### config.mk
export PLATFORM = sky130hd
export DESIGN_NAME = rccr_core_regs
export DESIGN_NICKNAME = d
export VERILOG_FILES = /design/src/rccr_pkg.sv /design/src/rccr_core_regs.sv
export SDC_FILE = /design/constraint.sdc
export NUM_CORES = 2
export LEC_CHECK = 0
export BUFFER_PORTS_ARGS = -buffer_cell sky130_fd_sc_hd__buf_2
export CAP_MARGIN = 15
export CORE_ASPECT_RATIO = 2
export CORE_MARGIN = 2
export CORE_UTILIZATION = 60
export DETAILED_ROUTE_END_ITERATION = 8
export PLACE_DENSITY = 0.84
export RECOVER_POWER = 25
export SLEW_MARGIN = 25
export SYNTH_ARGS = -nofsm -noshare
export SYNTH_HDL_FRONTEND = slang
export SYNTH_SLANG_ARGS = --single-unit
### constraint.sdc
create_clock -name CLK -period 4.6 [get_ports CLK]
set_input_delay 0.92 -clock CLK [delete_from_list [all_inputs] [get_ports CLK]]
set_output_delay 0.92 -clock CLK [all_outputs]
set_load 0.005 [all_outputs]
### src/rccr_pkg.sv
package rccr_pkg;

  // ----------------------------------------------------------------
  // register map (apb byte addresses)
  // ----------------------------------------------------------------
  localparam logic [11:0] ADDR_STATUS     = 12'h000;
  localparam logic [11:0] ADDR_VECBASE    = 12'h004;
  localparam logic [11:0] ADDR_SAVED      = 12'h008;
  localparam logic [11:0] ADDR_IRQFLAGS   = 12'h00C;
  localparam logic [11:0] ADDR_BKPT       = 12'h010;
  localparam logic [11:0] ADDR_EXEC_PC    = 12'h014;
  localparam logic [11:0] ADDR_DEC_PC     = 12'h018;
  localparam logic [11:0] ADDR_LEVEL_CTL  = 12'h01C;
  localparam logic [11:0] ADDR_GPR_BASE   = 12'h080;

  // ----------------------------------------------------------------
  // status field positions
  // ----------------------------------------------------------------
  localparam int POS_REV_LO     = 28;
  localparam int POS_WIDE_MUL   = 22;
  localparam int POS_NARROW_MUL = 21;
  localparam int POS_OVF        = 15;
  localparam int POS_CARRY      = 14;
  localparam int POS_NEG        = 13;
  localparam int POS_ZERO       = 12;
  localparam int POS_PURGE      = 10;
  localparam int POS_FREEZE     = 9;
  localparam int POS_SQUASH     = 8;
  localparam int POS_BKPT_EN    = 5;
  localparam int POS_MASTER_EN  = 4;

  // revision value is arbitrary
  localparam logic [3:0]  CORE_REVISION     = 4'hA;
  localparam logic        WIDE_MUL_PRESENT  = 1'b0;
  localparam logic        NARROW_MUL_PRESENT = 1'b1;
  localparam logic [3:0]  LEVEL_RESET       = 4'hF;
  localparam logic [3:0]  LEVEL_USER        = 4'h0;
  localparam logic [31:0] VECBASE_MASK      = 32'hFFFFF000;
  localparam logic [31:0] WORD_MASK         = 32'hFFFFFFFC;
  localparam logic [31:0] LINK_STEP         = 32'h00000004;
  localparam int          VEC_SHIFT         = 4;
  localparam logic [7:0]  BKPT_VECTOR       = 8'h01;
  localparam logic [7:0]  PRIV_VECTOR       = 8'h02;
  localparam logic [7:0]  IRQ_VECTOR_BASE   = 8'h10;
  localparam logic [4:0]  REG_LINK          = 5'h00;
  localparam logic [4:0]  REG_SAVE_EXEC     = 5'h01;
  localparam logic [4:0]  REG_SAVE_DEC      = 5'h02;
  localparam logic [4:0]  REG_LONG_IMM      = 5'h03;

  // ----------------------------------------------------------------
  // carriers
  // ----------------------------------------------------------------
  typedef struct packed {
    logic        valid;
    logic [4:0]  dest;
    logic [31:0] data;
  } rccr_wb_t;

  typedef struct packed {
    logic        valid;
    logic        carry;
    logic        ovf;
    logic [31:0] result;
  } rccr_alu_t;

  typedef struct packed {
    logic        wr;
    logic [2:0]  sel;
    logic [31:0] data;
  } rccr_priv_wr_t;

  typedef struct packed {
    logic        take;
    logic [7:0]  vector;
    logic [31:0] entry;
  } rccr_event_t;

endpackage : rccr_pkg

### src/rccr_core_regs.sv
// ----------------------------------------------------------------
// How it works
// - thirty-two 32-bit general registers, contents undefined after reset.
// - branch-and-link writes execute counter plus four into register 0.
// - accepted event copies execute counter to r1, decode counter to r2.
// - set-long-immediate writes its immediate into register 3.
// - privileged reads always allowed; level-0 writes suppressed, raise exception.
// - status top four bits hold fixed read-only revision code.
// - status bit 22 reads 0, bit 21 reads 1.
// - add/sub updates overflow, carry, negative, zero flags in bits 15..12.
// - writing purge bit invalidates icache, self-clears next cycle; purge at reset.
// - freeze bit holds icache contents; resets to 1.
// - squash bit nulls next instruction; not software settable; resets 0.
// - breakpoint enable plus address match traps before execution; resets 0.
// - master enable clears on acceptance, blocks further events, resets 0.
// - level field 0..15; interrupt accepted only if level strictly higher.
// - accepted interrupt sets processor level to its level; level resets 15.
// - vector base keeps upper 20 bits, lower 12 read zero.
// - entry address is vector base upper bits joined with vector shifted four.
// - acceptance saves status; saved upper half mirrors live status.
// - request flags show each wired level's pending source, regardless of level.
// - breakpoint address low two bits read zero.
// - execute counter reads word aligned.
// - decode counter reads word aligned.
// ----------------------------------------------------------------
`timescale 1ns/1ns
`default_nettype none

module rccr_core_regs
  import rccr_pkg::*;
#(
  parameter int IRQ_LEVELS = 16,
  parameter int IRQ_WIRED  = 6
)(
  // clock and reset
  input  wire logic                   CLK,
  input  wire logic                   SYS_RST,
  // apb slave
  input  wire logic                   PSEL,
  input  wire logic                   PENABLE,
  input  wire logic                   PWRITE,
  input  wire logic [11:0]            PADDR,
  input  wire logic [31:0]            PWDATA,
  output logic      [31:0]            PRDATA,
  output logic                        PREADY,
  output logic                        PSLVERR,
  // pipeline
  input  wire logic [31:0]            EXEC_PC,
  input  wire logic [31:0]            DEC_PC,
  input  wire logic                   BRANCH_AND_LINK,
  input  wire logic                   SET_LONG_IMMEDIATE,
  input  wire logic [31:0]            LONG_IMM_VALUE,
  input  wire rccr_pkg::rccr_wb_t     WB,
  input  wire rccr_pkg::rccr_alu_t    ALU,
  input  wire rccr_pkg::rccr_priv_wr_t PRIV_WR,
  input  wire logic                   EXCEPTION_REQ,
  input  wire logic [7:0]             EXCEPTION_VECTOR,
  input  wire logic                   MASTER_ENABLE_SET,
  input  wire logic                   SQUASH_SET,
  input  wire logic                   INSTR_RETIRE,
  input  wire logic [IRQ_WIRED-1:0]   IRQ_LINES,
  // results
  output rccr_pkg::rccr_event_t       EVENT,
  output logic                        PRIV_FAULT,
  output logic                        ICACHE_PURGE,
  output logic                        ICACHE_FREEZE,
  output logic                        SQUASH_NEXT
);

  // ----------------------------------------------------------------
  // elaboration check
  // ----------------------------------------------------------------
  // request flags are one 16-bit word; only the wired part is fed
  if (IRQ_LEVELS != 16 || IRQ_WIRED < 1 || IRQ_WIRED > IRQ_LEVELS)
  begin : g_bad_levels
    $error("rccr_core_regs: unsupported interrupt level count");
  end

  // ----------------------------------------------------------------
  // state
  // ----------------------------------------------------------------
  typedef struct packed {
    logic        purge;
    logic        freeze;
    logic        squash;
    logic        bkpt_en;
    logic        master_en;
    logic [3:0]  level;
    logic        ovf;
    logic        carry;
    logic        neg;
    logic        zero;
    logic [15:0] saved_low;
    logic [31:0] vecbase;
    logic [31:0] bkpt;
    logic [15:0] irq;
    logic [31:0] prdata;
    logic        pready;
    logic        pslverr;
    rccr_event_t ev;
    logic        fault;
  } rccr_state_t;

  rccr_state_t       st;
  rccr_state_t       next_st;
  logic [31:0]       gpr [32];

  logic [31:0]       status;
  logic [31:0]       saved;
  logic              bus_access;
  logic              bus_wr;
  logic [2:0]        bus_sel;
  logic              bus_priv_hit;
  logic              bkpt_hit;
  logic [4:0]        irq_best;
  logic              irq_take;
  logic              any_take;
  logic [31:0]       wr_data;
  logic              wr_en;
  logic [2:0]        wr_sel;

  // ----------------------------------------------------------------
  // status image
  // ----------------------------------------------------------------
  always_comb
  begin
    status = '0;
    status[31:POS_REV_LO]    = CORE_REVISION;
    status[POS_WIDE_MUL]     = WIDE_MUL_PRESENT;
    status[POS_NARROW_MUL]   = NARROW_MUL_PRESENT;
    status[POS_OVF]          = st.ovf;
    status[POS_CARRY]        = st.carry;
    status[POS_NEG]          = st.neg;
    status[POS_ZERO]         = st.zero;
    status[POS_PURGE]        = st.purge;
    status[POS_FREEZE]       = st.freeze;
    status[POS_SQUASH]       = st.squash;
    status[POS_BKPT_EN]      = st.bkpt_en;
    status[POS_MASTER_EN]    = st.master_en;
    status[3:0]              = st.level;
    saved = {status[31:16], st.saved_low};
  end

  // ----------------------------------------------------------------
  // event selection
  // ----------------------------------------------------------------
  always_comb
  begin
    irq_best = '0;
    for (int i = 0; i < IRQ_WIRED; i++)
    begin
      if (st.irq[i])
        irq_best = 5'(i + 1);
    end
  end

  assign bkpt_hit  = st.bkpt_en && ((EXEC_PC & WORD_MASK) == st.bkpt);
  assign irq_take  = st.master_en && ({1'b0, st.level} < irq_best);
  assign any_take  = st.master_en && (EXCEPTION_REQ || bkpt_hit || irq_take
                     || st.fault);

  // ----------------------------------------------------------------
  // register write path: pipeline first, bus when idle
  // ----------------------------------------------------------------
  assign bus_access   = PSEL && PENABLE && !st.pready;
  // a write lands on the completing edge, when the master sees ready
  assign bus_wr       = PSEL && PENABLE && PWRITE && st.pready;
  assign bus_sel      = PADDR[4:2];
  assign bus_priv_hit = PADDR[11:5] == ADDR_STATUS[11:5];

  always_comb
  begin
    wr_en   = PRIV_WR.wr;
    wr_sel  = PRIV_WR.sel;
    wr_data = PRIV_WR.data;
    if (!PRIV_WR.wr && bus_wr && bus_priv_hit)
    begin
      wr_en   = 1'b1;
      wr_sel  = bus_sel;
      wr_data = PWDATA;
    end
  end

  always_comb
  begin
    next_st          = st;
    next_st.pready   = 1'b0;
    next_st.pslverr  = 1'b0;
    next_st.ev       = '0;
    next_st.fault    = 1'b0;
    next_st.irq      = '0;
    next_st.irq[IRQ_WIRED-1:0] = IRQ_LINES;
    next_st.purge    = 1'b0;

    if (ALU.valid)
    begin
      next_st.ovf   = ALU.ovf;
      next_st.carry = ALU.carry;
      next_st.neg   = ALU.result[31];
      next_st.zero  = ALU.result == '0;
    end
    if (INSTR_RETIRE)
    begin
      next_st.squash = 1'b0;
    end
    if (SQUASH_SET)
    begin
      next_st.squash = 1'b1;
    end
    if (MASTER_ENABLE_SET)
    begin
      next_st.master_en = 1'b1;
    end

    if (wr_en && st.level == LEVEL_USER)
    begin
      next_st.fault = 1'b1;
    end
    else if (wr_en)
    begin
      case (wr_sel)
        3'h0:
        begin
          // only writable fields move; flags and squash keep hardware value
          next_st.purge     = wr_data[POS_PURGE];
          next_st.freeze    = wr_data[POS_FREEZE];
          next_st.bkpt_en   = wr_data[POS_BKPT_EN];
          next_st.master_en = wr_data[POS_MASTER_EN];
          next_st.level     = wr_data[3:0];
        end
        3'h1:
        begin
          next_st.vecbase   = wr_data & VECBASE_MASK;
        end
        3'h2:
        begin
          next_st.saved_low = wr_data[15:0];
        end
        3'h4:
        begin
          next_st.bkpt      = wr_data & WORD_MASK;
        end
        default: ;
      endcase
    end

    // acceptance after any software write of the same cycle
    if (any_take)
    begin
      next_st.saved_low  = status[15:0];
      next_st.master_en  = 1'b0;
      next_st.ev.take    = 1'b1;
      // a suppressed write is the oldest cause, so it goes first
      if (st.fault)
      begin
        next_st.ev.vector = PRIV_VECTOR;
      end
      else if (EXCEPTION_REQ)
      begin
        next_st.ev.vector = EXCEPTION_VECTOR;
      end
      else if (bkpt_hit)
      begin
        next_st.ev.vector = BKPT_VECTOR;
      end
      else
      begin
        next_st.ev.vector = IRQ_VECTOR_BASE + 8'(irq_best);
        next_st.level     = irq_best[3:0];
      end
      next_st.ev.entry = {st.vecbase[31:12], 12'(next_st.ev.vector) << VEC_SHIFT};
    end

    // bus answer: access phase with one wait state, ready on the following edge
    if (bus_access)
    begin
      next_st.pready = 1'b1;
      next_st.prdata = '0;
      if (PADDR[11:7] == ADDR_GPR_BASE[11:7])
        next_st.prdata = gpr[PADDR[6:2]];
      else if (!bus_priv_hit || PADDR[1:0] != 2'h0)
        next_st.pslverr = 1'b1;
      else
      begin
        case (bus_sel)
          3'h0:
          begin
            next_st.prdata = status;
          end
          3'h1:
          begin
            next_st.prdata = st.vecbase;
          end
          3'h2:
          begin
            next_st.prdata = saved;
          end
          3'h3:
          begin
            next_st.prdata = {16'h0000, st.irq};
          end
          3'h4:
          begin
            next_st.prdata = st.bkpt;
          end
          3'h5:
          begin
            next_st.prdata = EXEC_PC & WORD_MASK;
          end
          3'h6:
          begin
            next_st.prdata = DEC_PC & WORD_MASK;
          end
          3'h7:
          begin
            next_st.prdata = {28'h0000000, st.level};
          end
          default:
          begin
            next_st.prdata = '0;
          end
        endcase
        if (PWRITE && bus_sel == 3'h7)
        begin
          next_st.pslverr = 1'b0;
        end
      end
    end
  end

  // ----------------------------------------------------------------
  // registers
  // ----------------------------------------------------------------
  always_ff @(posedge CLK)
  begin
    if (SYS_RST)
    begin
      st           <= '0;
      st.freeze    <= 1'b1;
      st.purge     <= 1'b1;
      st.level     <= LEVEL_RESET;
    end
    else
      st <= next_st;
  end

  // ----------------------------------------------------------------
  // general registers
  // ----------------------------------------------------------------
  // general registers hold no reset: contents undefined until written
  always_ff @(posedge CLK)
  begin
    if (any_take)
    begin
      gpr[REG_SAVE_EXEC] <= EXEC_PC & WORD_MASK;
      gpr[REG_SAVE_DEC]  <= DEC_PC & WORD_MASK;
    end
    if (BRANCH_AND_LINK)
    begin
      gpr[REG_LINK] <= (EXEC_PC & WORD_MASK) + LINK_STEP;
    end
    if (SET_LONG_IMMEDIATE)
    begin
      gpr[REG_LONG_IMM] <= LONG_IMM_VALUE;
    end
    if (WB.valid && !BRANCH_AND_LINK && !SET_LONG_IMMEDIATE)
    begin
      gpr[WB.dest] <= WB.data;
    end
  end

  // ----------------------------------------------------------------
  // outputs, all straight from the state flops
  // ----------------------------------------------------------------
  assign PRDATA        = st.prdata;
  assign PREADY        = st.pready;
  assign PSLVERR       = st.pslverr;
  assign EVENT         = st.ev;
  assign PRIV_FAULT    = st.fault;
  assign ICACHE_PURGE  = st.purge;
  assign ICACHE_FREEZE = st.freeze;
  assign SQUASH_NEXT   = st.squash;

endmodule : rccr_core_regs

`default_nettype wire

==> run metrics <==
Placer Congestion=0.985; Setup Fix Bufs, Post-CTS=0; DR vias=just over 30000; CP Class=flop to flop; worst slew pin tran=1.58 ns; die area=roughly 84000 µm²; Final Routed Wirelength=roughly 160000 µm; DR WL/cell=approximately 37 µm; CTS tree=done; drt pass-1 iters=7; CP peak stage delay=between 0.5 and 0.6 ns; Bufs and invs on worst path=2; initial DRC count=4872; fin area=~55000 µm²; RSZ-0062 raised after global routing=false; largest cells by area after synthesis=edfxtp_1 63%, mux4_2 13%, dfxtp_1 6.1%; failing checks=capacitance limit, slew limit; Async SR Flop Fraction=0; IO Pins=353; Post-CTS Resized=0; CP Max Fanout=17; Setup TNS=0 ns; Final Net Count=around 3400; Syn Inst Count=2811; achievable frequency=approximately 260 MHz; via/cell ratio=~7; initial antenna violation count=21; TritonCTS Buffers=just over 90; Starting Density=0.605; Residual DRC=0; critical path's slowest cell=a41oi_1; Yosys top cell area share=0.627; #FFs+latches synth=between 1000 and 1500; final setup violation count=0; Buffers on Ports=between 300 and 400; Synth Warn #=0; CP required=4.98 ns; Max clock buf depth=3; cell area after synthesis=49000 µm²; Post-synth EDFFs=1024; ratio of cells with drive above 1 in the final layout=0.321; CTS sink count=roughly 1200; sequential area share after synthesis=0.688; Final Hold Viols=0; Top cell by count, worst path=a41oi_1; Yosys top cell by area=edfxtp_1; worst vdd ir=approximately 0.28 mV; latest clock arrival within the worst-skew pair=around 0.72 ns; family with the most delay on the worst path=compound AO/OA/AOI/OAI gates; ys flop type=edfxtp_1; Max Slew Vio Count=~260; fin crit share=0.824; Tot GR Track Use=0.380; CP endpoint kind=flop; fin util=0.682; commonest non-fill, non-tap cell in the layout=edfxtp_1; Setup crit start kind=flop; Post-DP Area=roughly 52000 µm²; Area growth syn-to-layout=12.9%; FF-to-FF path depth=10; Crit. path cell count=10; Root Buffer=clkbuf_16; vias in the first global route=slightly above 30000; Pleak=~0.018 µW; hold depth=3; Clock Skew=around 0.024 ns; Routed Antenna Nets=0; Avg Synthesized Cell Area=~17 µm²; H-tree Lvls=3; core area=approximately 80000 µm²; Die X=around 200 µm; synth unique cells=69; Critical Path, Cell by Cell=or3_1 -> inv_1 -> ha_1 -> a211oi_1 -> a41oi_1 -> a41oi_1 -> a2111oi_2 -> nand2b_1 -> o21ai_4 -> buf_4; Hold WC Path Type=primary input to flop; most frequent cells in the layout=1024 x edfxtp_1, 314 x buf_2, 287 x mux4_2, 149 x dfxtp_1, 138 x mux2i_1; grt ovf=0; Die H=408 µm; cell row count=148; CP Data Arrival Time=between 4 and 5 ns; max_cap viols=8; final worst path period need=between 3 and 4 ns; CTS Hold Buffers Added=0; Reg clk slew, reported paths=around 0.070 ns; pwr/cell area=a little over 400 nW/µm²; largest net degree at the start of global routing=104; status=finished, violations left; post-DP HPWL=100000 µm; global-route wire length before repair=roughly 220000 µm; max_slew headroom=-0.0515
==> power by group <==
part | switching (µW) | internal, µW | leakage [µW]
combinational | 1000 | 602 | 0.00632
clock | 3900 | 5030 | 0.00164
sequential | 102 | 11700 | 0.0105
==> final timing paths <==
check / from / to / slack [ns]
setup / recovery: st[81] / gpr[1][17] / 0.81
hold / removal: SQUASH_SET / SQUASH_NEXT / 0.43
setup reg to reg: st[81] / gpr[1][17] / 0.81
hold reg to reg: st[141] / EVENT[17] / 0.50
==> metrics by stage <==
stage | hold WS, ns | setup slack, ns | total power (µW) | std cells
floorplan | 0.439 | 0.314 | 12800 | 2814
global placement | 0.469 | 0.627 | 13500 | 4063
detailed placement | 0.474 | 0.625 | 13600 | 4063
CTS | 0.406 | 0.819 | 22300 | 4232
global route | 0.457 | 0.719 | 22700 | 4242
finish | 0.431 | 0.810 | 22400 | 4246
==> flip-flops by register name, summed over array words and instances (netlist names) <==
register       flops
ICACHE_PURGE       1
PSLVERR            1
EVENT             29
PREADY             1
saved             16
ICACHE_FREEZE      1
SQUASH_NEXT        1
st                66
gpr             1024
PRIV_FAULT         1
PRDATA            32
==> layer usage <==
layer | up-vias | part of all wire | global-route usage
li1 | 11743 | - | -
met1 | 14967 | 0.31 | 0.443
met2 | 2795 | 0.48 | 0.599
met3 | 678 | 0.13 | 0.111
met4 | 10 | 0.088 | 0.270
met5 | - | 0.00041 | 0
==> tightest hold or removal path, stage by stage <==
cell     delay (ns)
buf_2          0.07
a21oi_1        0.03
nor2_1         0.07
==> Yosys cell counts, types with 7 or more instances <==
master and n:
edfxtp_1 1024, mux4_2 287, nor2_1 164, dfxtp_1 149
mux2i_1 138, nand2_1 108, mux2_2 105, o21ai_0 88
buf_4 82, clkbuf_1 73, buf_2 62, a211oi_1 53
a21oi_1 52, xor2_1 39, o22ai_1 34, and2_1 29
nor3_1 29, nor4_1 24, inv_1 23, buf_1 21
nand3_1 20, xnor2_1 19, a31oi_1 17, nor2b_1 14
a22oi_1 12, a211oi_2 10, nand4_1 10, or2_2 10
and3_1 9, nand2b_1 9, o32ai_1 9, a221oi_1 7
or3_1 7
==> cells by family (layout without fill, tap and decap cells) <==
logic type	Yosys count	in the layout	synth area share
fa+ha+maj	2	2	0.000510
simple gates	461	461	0.0450
mux	530	530	0.184
flops	1173	1173	0.688
buf+inv	268	636	0.0293
xor+xnor	58	58	0.0104
other cells	1	18	0.0000765
compound gates	318	318	0.0428
==> layout make-up <==
type | count | area (µm²)
clock buffers | 119 | 2570
diodes | 14 | 35.0
well taps | 1050 | 1310
multi-input cells | 1373 | 14200
inverters | 24 | 90.1
fillers | 4956 | 25800
repair buffers | 443 | 2670
clock inverters | 50 | 763
flip-flops and latches | 1173 | 33700
No activity file was read; power rests on OpenSTA's default activity.
